### src/hdl/led_pwm_pkg.sv
package led_pwm_pkg;

  // clock and time base
  localparam int unsigned CLK_MHZ          = 100;
  localparam int unsigned STEP_NS          = 2500;
  localparam int unsigned STEP_CYC         = (STEP_NS * CLK_MHZ + 999) / 1000;
  localparam int unsigned BLINK_UNIT_US    = 41667;
  localparam int unsigned BLINK_TICK_STEPS = (BLINK_UNIT_US * 1000 / 256) / STEP_NS;
  localparam int unsigned BLINK_TICK_CYC   = BLINK_TICK_STEPS * STEP_CYC;

  // counter geometry
  localparam int unsigned PRE_W      = 8;
  localparam int unsigned CNT_W      = 8;
  localparam int unsigned GRP_W      = 5;
  localparam int unsigned BTICK_W    = 7;
  localparam int unsigned N_CHANNELS = 4;

  localparam logic [PRE_W-1:0]   PRE_LAST    = PRE_W'(STEP_CYC - 1);
  localparam logic [BTICK_W-1:0] BTICK_LAST  = BTICK_W'(BLINK_TICK_STEPS - 1);
  localparam logic [5:0]         DIM_WRAP    = 6'h3F;
  localparam logic [7:0]         FAST_BLINK_MAX = 8'h03;

  // reset values
  localparam logic [PRE_W-1:0]   PRE_RST   = 8'h00;
  localparam logic [CNT_W-1:0]   CNT_RST   = 8'h00;
  localparam logic [GRP_W-1:0]   GRP_RST   = 5'h00;
  localparam logic [BTICK_W-1:0] BTICK_RST = 7'h00;
  localparam logic [3:0]         DRV_RST   = 4'h0;
  localparam logic [7:0]         BLINK_RST = 8'h00;
  localparam logic [3:0]         OE_N_RST  = 4'hF;

  // channel state selector codes
  localparam logic [1:0] SEL_OFF   = 2'h0;
  localparam logic [1:0] SEL_ON    = 2'h1;
  localparam logic [1:0] SEL_INDIV = 2'h2;
  localparam logic [1:0] SEL_GROUP = 2'h3;

  typedef struct packed {
    logic output_polarity_flip;
    logic drive_structure_select;
  } second_mode_t;

  typedef struct packed {
    logic       dim_or_blink_select;
    logic [7:0] group_duty_value;
    logic [7:0] group_period_value;
  } group_ctrl_t;

endpackage

### src/hdl/drive_stage_map.sv
module drive_stage_map (
  input  wire logic [1:0] channel_state_field,
  input  wire logic       output_polarity_flip,
  input  wire logic       drive_structure_select,
  input  wire logic       ind_pwm,
  input  wire logic       group_on,
  output logic            upper_on,
  output logic            lower_on
);

  logic gated;
  logic drive;

  always_comb begin
    gated = ind_pwm;
    if (channel_state_field == led_pwm_pkg::SEL_GROUP && !drive_structure_select) begin
      gated = ind_pwm & group_on;                      // see RQ5, see RQ6
    end
    drive = (channel_state_field[1] ? gated : channel_state_field[0]) ^ output_polarity_flip;  // see RQ1, see RQ2, see RQ4
    lower_on = drive;                                  // see RQ3
    // upper is at most the complement of lower, so both transistors can never conduct together
    upper_on = drive_structure_select & ~drive;        // see RQ3, see RQ6
  end

endmodule

### src/hdl/led_output_pwm.sv
////////////////////////////////////////////////////////////////////////////////
// Overview of operation
// RQ1 - selector 00: off/off in open-drain, upper on totem-pole, lower on if inverted
// RQ2 - selector 01: lower on; inverted gives off (open-drain) or upper on (totem-pole)
// RQ3 - selector 10: lower follows individual PWM, upper complementary only in totem-pole
// RQ4 - selector 10 inverted: outputs use inverted individual PWM, upper off in open-drain
// RQ5 - selector 11 open-drain: lower driven by individual AND group PWM, upper off
// RQ6 - selector 11: inverted gated PWM in open-drain, individual PWM only in totem-pole
// RQ7 - individual PWM runs at 1.5625 kHz with 8-bit duty per channel
// RQ8 - one group signal, dim or blink, shared by all four outputs
// RQ9 - dimming group signal is 190 Hz with 4-bit duty
// RQ10 - blink period programmable 8-bit, from 24 Hz down to about 10.7 s
// RQ11 - blink duty 6-bit for 24..6 Hz, 8-bit from 6 Hz down
// RQ12 - one PWM step lasts 2.5 us; duty N gives N steps high
// RQ13 - group dimming step with duty one lasts 320 us
// RQ14 - group duty one passes exactly two individual PWM pulses per group period
// RQ15 - selector 10 ignores group settings; 256 steps at 1.5625 kHz
// RQ16 - selector 11 dimming: 16-step group at 190 Hz, individual 64 steps at 6.25 kHz
// RQ17 - fast blink: 64-step group duty, 256-step period, individual 256 steps
// RQ18 - slow blink: 256-step group duty and period, individual 256 steps
// RQ19 - polarity flip and drive structure come from the second mode register
// RQ20 - with the oscillator stopped no output switches, dims or blinks
// RQ21 - each output has its own 2-bit field, decoded every oscillator cycle
// RQ22 - all PWM and group timing derives from one free-running counter chain
module led_output_pwm (
  input  wire logic                            clk,
  input  wire logic                            nrst,
  input  wire logic                            ce,
  input  wire logic [7:0]                      output_state_select,
  input  wire logic [3:0][7:0]                 channel_duty_value,
  input  wire led_pwm_pkg::second_mode_t       second_mode_register,
  input  wire led_pwm_pkg::group_ctrl_t        group_ctrl,
  output logic [3:0]                           upper_on,
  output logic [3:0]                           lower_on,
  output logic [3:0]                           led_output_pin_o,
  output logic [3:0]                           led_output_pin_oe_n
);

  ////////////////////////////////////////////////////////////////////////////////
  // helpers

  function automatic logic ind_pwm_level(input logic [1:0] sel, input logic dim,
                                         input logic [7:0] cnt, input logic [7:0] duty);
    logic lvl;
    lvl = cnt < duty;
    if (sel == led_pwm_pkg::SEL_GROUP && !dim) begin
      lvl = cnt[5:0] < duty[7:2];                      // see RQ16
    end
    return lvl;
  endfunction

  ////////////////////////////////////////////////////////////////////////////////
  // time base: one prescaler feeds every counter below

  logic [led_pwm_pkg::PRE_W-1:0]   pre_r,   pre_nxt;
  logic [led_pwm_pkg::CNT_W-1:0]   ind_cnt_r, ind_cnt_nxt;
  logic [led_pwm_pkg::GRP_W-1:0]   grp_cnt_r, grp_cnt_nxt;
  logic [led_pwm_pkg::BTICK_W-1:0] btick_r, btick_nxt;
  logic [7:0]                      bsub_r,  bsub_nxt;
  logic [7:0]                      bphase_r, bphase_nxt;
  logic                            step_tick;
  logic                            blink_tick;

  always_comb begin
    pre_nxt     = pre_r;
    ind_cnt_nxt = ind_cnt_r;
    grp_cnt_nxt = grp_cnt_r;
    btick_nxt   = btick_r;
    bsub_nxt    = bsub_r;
    bphase_nxt  = bphase_r;
    step_tick   = pre_r == led_pwm_pkg::PRE_LAST;      // see RQ12
    blink_tick  = step_tick && btick_r == led_pwm_pkg::BTICK_LAST;
    if (ce) begin
      pre_nxt = step_tick ? led_pwm_pkg::PRE_RST : pre_r + 8'h01;
      if (step_tick) begin
        ind_cnt_nxt = ind_cnt_r + 8'h01;               // see RQ7, see RQ22
        // group step = two 64-step periods, so 16 steps span 5.12 ms
        if (ind_cnt_r[5:0] == led_pwm_pkg::DIM_WRAP) begin
          grp_cnt_nxt = grp_cnt_r + 5'h01;             // see RQ9, see RQ13
        end
        btick_nxt = blink_tick ? led_pwm_pkg::BTICK_RST : btick_r + 7'h01;
      end
      if (blink_tick) begin
        // each phase step lasts (period value + 1) blink ticks
        if (bsub_r >= group_ctrl.group_period_value) begin
          bsub_nxt   = 8'h00;
          bphase_nxt = bphase_r + 8'h01;               // see RQ10
        end else begin
          bsub_nxt = bsub_r + 8'h01;
        end
      end
    end
  end

  always_ff @(posedge clk) begin
    if (!nrst) begin
      pre_r     <= led_pwm_pkg::PRE_RST;
      ind_cnt_r <= led_pwm_pkg::CNT_RST;
      grp_cnt_r <= led_pwm_pkg::GRP_RST;
      btick_r   <= led_pwm_pkg::BTICK_RST;
      bsub_r    <= led_pwm_pkg::BLINK_RST;
      bphase_r  <= led_pwm_pkg::BLINK_RST;
    end else begin
      pre_r     <= pre_nxt;
      ind_cnt_r <= ind_cnt_nxt;
      grp_cnt_r <= grp_cnt_nxt;
      btick_r   <= btick_nxt;
      bsub_r    <= bsub_nxt;
      bphase_r  <= bphase_nxt;
    end
  end

  ////////////////////////////////////////////////////////////////////////////////
  // shared group signal

  logic dim_on;
  logic blink_on;
  logic blink_fast;
  logic group_on;

  always_comb begin
    dim_on     = grp_cnt_r[4:1] < group_ctrl.group_duty_value[7:4];          // see RQ9
    blink_fast = group_ctrl.group_period_value <= led_pwm_pkg::FAST_BLINK_MAX;
    // coarse duty at fast rates keeps each blink edge on a 4-step boundary
    blink_on   = blink_fast ? (bphase_r[7:2] < group_ctrl.group_duty_value[7:2])
                            : (bphase_r < group_ctrl.group_duty_value);     // see RQ11, see RQ17, see RQ18
    group_on   = group_ctrl.dim_or_blink_select ? blink_on : dim_on;        // see RQ8
  end

  ////////////////////////////////////////////////////////////////////////////////
  // per-channel output stage

  logic [3:0] ind_pwm;
  logic [3:0] upper_map;
  logic [3:0] lower_map;
  logic [3:0] upper_r, upper_nxt;
  logic [3:0] lower_r, lower_nxt;

  for (genvar ch = 0; ch < led_pwm_pkg::N_CHANNELS; ch++) begin : g_ch
    always_comb begin
      ind_pwm[ch] = ind_pwm_level(output_state_select[2*ch +: 2], group_ctrl.dim_or_blink_select,
                                  ind_cnt_r, channel_duty_value[ch]);       // see RQ15
    end
    drive_stage_map u_map (
      .channel_state_field    (output_state_select[2*ch +: 2]),             // see RQ21
      .output_polarity_flip   (second_mode_register.output_polarity_flip),  // see RQ19
      .drive_structure_select (second_mode_register.drive_structure_select),
      .ind_pwm                (ind_pwm[ch]),
      .group_on               (group_on),
      .upper_on               (upper_map[ch]),
      .lower_on               (lower_map[ch])
    );
  end

  always_comb begin
    upper_nxt = upper_r;
    lower_nxt = lower_r;
    if (ce) begin                                      // see RQ20
      upper_nxt = upper_map;
      lower_nxt = lower_map;
    end
  end

  always_ff @(posedge clk) begin
    if (!nrst) begin
      upper_r <= led_pwm_pkg::DRV_RST;
      lower_r <= led_pwm_pkg::DRV_RST;
    end else begin
      upper_r <= upper_nxt;
      lower_r <= lower_nxt;
    end
  end

  // pin view; registered alongside the transistor flags so all outputs are flops
  logic [3:0] pin_o_r;
  logic [3:0] pin_oe_n_r;

  always_ff @(posedge clk) begin
    if (!nrst) begin
      pin_o_r    <= led_pwm_pkg::DRV_RST;
      pin_oe_n_r <= led_pwm_pkg::OE_N_RST;
    end else begin
      pin_o_r    <= upper_nxt;
      pin_oe_n_r <= ~(upper_nxt | lower_nxt);
    end
  end

  assign upper_on            = upper_r;
  assign lower_on            = lower_r;
  assign led_output_pin_o    = pin_o_r;
  assign led_output_pin_oe_n = pin_oe_n_r;

  logic [1:0] sel0;
  logic       inv;
  logic       tp;
  logic [8:0] since_step_r;

  assign sel0 = output_state_select[1:0];
  assign inv  = second_mode_register.output_polarity_flip;
  assign tp   = second_mode_register.drive_structure_select;

  always_ff @(posedge clk) begin
    if (!nrst || (ce && step_tick)) begin
      since_step_r <= 9'h000;
    end else if (ce) begin
      since_step_r <= since_step_r + 9'h001;
    end
  end

  // blink ticks are counted in enabled cycles, so a frozen oscillator does not stretch them
  logic [14:0] since_btick_r;

  always_ff @(posedge clk) begin
    if (!nrst || (ce && blink_tick)) begin
      since_btick_r <= 15'h0000;
    end else if (ce) begin
      since_btick_r <= since_btick_r + 15'h0001;
    end
  end
endmodule

### config.mk
export PLATFORM = sky130hd
export DESIGN_NAME = led_output_pwm
export DESIGN_NICKNAME = d
export VERILOG_FILES = /design/src/hdl/led_pwm_pkg.sv /design/src/hdl/drive_stage_map.sv /design/src/hdl/led_output_pwm.sv
export SDC_FILE = /design/constraint.sdc
export NUM_CORES = 1
export LEC_CHECK = 0
export ABC_AREA = 1
export ABC_CLOCK_PERIOD_IN_PS = 3300
export BUFFER_PORTS_ARGS = -buffer_cell sky130_fd_sc_hd__buf_4
export CORE_ASPECT_RATIO = 1.1
export CORE_MARGIN = 5
export CORE_UTILIZATION = 62
export DETAILED_ROUTE_END_ITERATION = 12
export PLACE_DENSITY = 0.91
export SETUP_SLACK_MARGIN = 0.4
export SKIP_LAST_GASP = 1
export SLEW_MARGIN = 20
export SYNTH_ARGS = -nofsm -noshare
export SYNTH_HDL_FRONTEND = slang
export SYNTH_SLANG_ARGS = --single-unit
### constraint.sdc
create_clock -name clk -period 3.3 [get_ports clk]
set_input_delay 0.495 -clock clk [delete_from_list [all_inputs] [get_ports clk]]
set_output_delay 0.495 -clock clk [all_outputs]
set_load 0.03 [all_outputs]
==> out/summary.md <==
The critical path goes through inv_1 > ha_1 > nand2_1 > o41ai_1 > nand2_2 > inv_1 > nand2_1 > o21ai_0 > a21oi_1. The power per standard cell area was 276 nW/um^2; the data arrival time of the worst path was 2570 ps. The routed via count divided by cell count is 5.36, and the met1 usage is 25.1%. Clock tree root driver cell: sky130_fd_sc_hd__clkbuf_8.

For the number of fillers in the final layout, the log shows 566. After Yosys synthesis, and, or, nand and nor cells account for 28.8% of the synthesized area. The highest clock frequency the design can meet was 0.422 GHz. Worst setup path startpoint: bsub_r[0]. The slew of the pin with the lowest slew margin is 593 ps, and the starting density of the core is 63.5%.

The final net count is 854, and the highest cell delay on the worst timing path is 600 ps. For this run, the total global-route usage over all layers was measured as 22.9%. Sequential elements use 25.2% of the synthesized area. Hold repair after CTS inserted 0 buffers. The logs give 2.85 nW for the leakage dissipation and 56 for the number of clock sinks. The worst register-to-register path begins at bsub_r[0]. In this run the tightest slew margin relative to its limit is 60.0%. Total instance count after detailed placement: 795. The region available for standard cell placement spans 7010 um^2. The share of the clock period used by the worst path works out to 71.8%. The most crowded layer after global routing was met2. The time the worst path needs with I/O delays and setup was 2370 ps. Cell type of the slowest stage on the worst timing path: sky130_fd_sc_hd__o41ai_1. At the worst endpoint, the required time is 3500 ps. TritonCTS built the clock tree. The total overflow left after global routing is 0. The number of global-route vias before repair is 4,306. The clock arrives with 11.0 ps of skew. When the netlist entered floorplanning its net count stood at 782. Number of hold violations in the final report: 0. For the count of distinct cell types in the synthesized netlist, the log shows 38. Final sum of negative setup slack: 0 ps. Among cell families on the critical path, the largest total delay comes from compound AO/OA/AOI/OAI gates.

The initialized floorplan defines 32 standard-cell rows. The clock input transition at the sequential cells of the worst setup and hold paths works out to 100 ps. Detailed routing inserted a total of 4,307 vias.

Routing usage on met2: 43.8%. The Yosys step of the flow raised 0 warnings. STA classifies the critical path startpoint as a register. The compound-gate portion of the synthesized area is 10.5%, and the number of ports placed on the die boundary is 78.

The run gives 0 as the antenna violation net count after detailed routing. The congestion estimate from routability-driven global placement came to 0.872. The final wirelength was 10,200 um. The type of the tightest min-delay check was reg2reg. The H-tree generated during clock tree synthesis spans 2 levels.

Setup repair after global routing left no endpoint under its margin. In this run the deepest clock path goes through 2 buffers. The average cell area after synthesis came out at 6.90 um^2. The run gives 0.275 mV as the highest ir drop seen on vdd. The arithmetic-cell share of the synthesized area counting full adders, half adders and majority gates came out at 21.1%. Clock tree synthesis inserted a total of 5 buffers. The critical path in this run is classified as reg2reg. The logs give 310 ps for the insertion delay to the later sink of the worst-skew pair and 5180 um^2 for the summed area of non-filler cells in the final layout. Measured along the x axis, the die boundary spans 90.8 um.

After Yosys synthesis, XOR and XNOR cells account for 2.56% of the synthesized area. Summing all placed instances gives a cell area of 5060 um^2. The die is 98.8 um tall.

The logs give 8210 um for the half-perimeter wire length after placement and 0 for the number of max-cap violations. The tools report the element type at the critical path end as a register. Setup violations remaining at the end of the flow were counted as 0. The wire length per cell after detailed routing came out at 12.7 um. The run finished with clean final reports. For this run, global-route usage on met3 was measured as 4.12%.

The cell area that synthesis handed to floorplanning was 4450 um^2. From synthesis to final layout, the design area changed by 16.5%. The run gives 645 as the number of standard cells after synthesis. The max-slew violation total from the final report was 0; the die outline area was 8970 um^2. 0 antenna diodes ended up in the layout. For this run, the detailed router's first-pass iteration total came to 5. After synthesis, the largest family of logic cells by area is simple AND/OR/NAND/NOR gates. In the layout the commonest cells are 138 x sky130_fd_sc_hd__nand2_1, 119 x sky130_fd_sc_hd__inv_1, 77 x sky130_fd_sc_hd__buf_4. Along the worst path, the maximum fanout reaches 11. The run gives 141 as the number of violations reported at the end of detailed-routing iteration 0.

The total of buffers placed on input and output ports was 77; the flip-flop and latch count after synthesis was 56. Entering global routing, the biggest net connects 22 pins. The total power is 1.43 mW. Critical hold path startpoint: grp_cnt_r[0]. The finished layout holds 803 standard cells, fillers aside. Of the cells placed in the final design, the portion with a size suffix greater than 1 is 14.3%. The number of buffers and inverters on the critical path is 2. The first global-routing pass estimated 17,600 um of wire.

In the synthesized netlist, mux cells make up 0% of the area. After clock tree synthesis, the repair step resized 0 gates. The remaining routing DRC violations came out at 0.

In this run the post-CTS setup repair buffer count came out at 0. The leading cell type in the layout, fill and taps excluded is sky130_fd_sc_hd__nand2_1. The number of antenna violations at the first check in global routing was 0.
cells by family (layout without fill, tap and decap cells):
family                     count (synthesis)  after routing
xor gates and xnor gates                  13             13
buffers and inverters                    133            206
adders and majority gates                 75             75
AOI/OAI and AO/OA                         83             83
and+or+nand+nor                          285            285
DFF                                       56             56
routing by layer:
layer	share of wire, %	wire length, um	vias up
li1	-	-	2206
met1	41	4210	1976
met2	53	5420	110
met3	4.7	476	15
met4	1.2	127	0
met5	0	0	-
flip-flops by register name, summed over array words and instances (netlist names):
signal,flops
bphase_r,8
bsub_r,8
ind_cnt_r,8
pre_r,8
btick_r,7
grp_cnt_r,5
led_output_pin_o,4
led_output_pin_oe_n,4
lower_on,4
cell usage after synthesis, drive strengths merged:
| library cell | instances | area share [%] |
|---|---|---|
| buf | 7 | 1.2 |
| nor3 | 15 | 1.9 |
| a21boi | 5 | 0.84 |
| nor4 | 1 | 0.28 |
| a31oi | 1 | 0.14 |
| a32o | 1 | 0.23 |
| dfxtp | 56 | 25 |
| and3 | 1 | 0.14 |
| a21oi | 40 | 4.5 |
| clkbuf | 5 | 0.42 |
| nor2 | 77 | 7.4 |
| o21bai | 2 | 0.34 |
| o41ai | 1 | 0.20 |
| o21a | 4 | 0.68 |
| nand2 | 140 | 12 |
| inv | 121 | 10 |
| nor3b | 7 | 1.4 |
| ha | 75 | 21 |
| a211oi | 2 | 0.34 |
| xnor2 | 4 | 0.79 |
| nand4 | 6 | 1.2 |
| nand3 | 38 | 4.5 |
| xor2 | 9 | 1.8 |
| o21ai | 27 | 3.2 |
worst reg2reg max path: cells and delay by family, from the launching register on:
family	cells	cell delay, ps
and+or+nand+nor	3	410
adders and majority gates	1	270
DFF	1	410
AOI/OAI and AO/OA	3	890
buffers and inverters	2	280
per-stage QoR:
step                worst slack, ps  hold WS [ps]  utilization (%)
floorplan                      1300           456                -
finish                          931           502             74.0
global placement                959           470             72.3
global route                    695           516             74.0
CTS                             926           499             74.0
detailed placement              792           484             72.3
final timing paths:
check             slack, ps      endpoint  cells after the start
hold / removal          500  grp_cnt_r[0]                      2
hold reg to reg         500  grp_cnt_r[0]                      2
setup / recovery        930   bphase_r[2]                      9
setup reg to reg        930   bphase_r[2]                      9
area by class of cell:
type | count | area, um^2 | share of cell area [%]
well taps | 85 | 106 | 2.05
inverters | 121 | 457 | 8.81
clock inverters | 2 | 38.8 | 0.748
repair buffers | 77 | 578 | 11.2
flip-flops and latches | 56 | 1120 | 21.6
clock buffers | 6 | 82.6 | 1.59
multi-input cells | 456 | 2800 | 54.0
where the power goes:
group	leakage [nW]	internal (mW)	switching [mW]	total (mW)
Combinational	2.33	0.114	0.146	0.260
Clock	0.0614	0.248	0.224	0.472
Sequential	0.454	0.690	0.00836	0.698
Total	2.85	1.05	0.378	1.43
No activity file was read; power rests on OpenSTA's default activity.
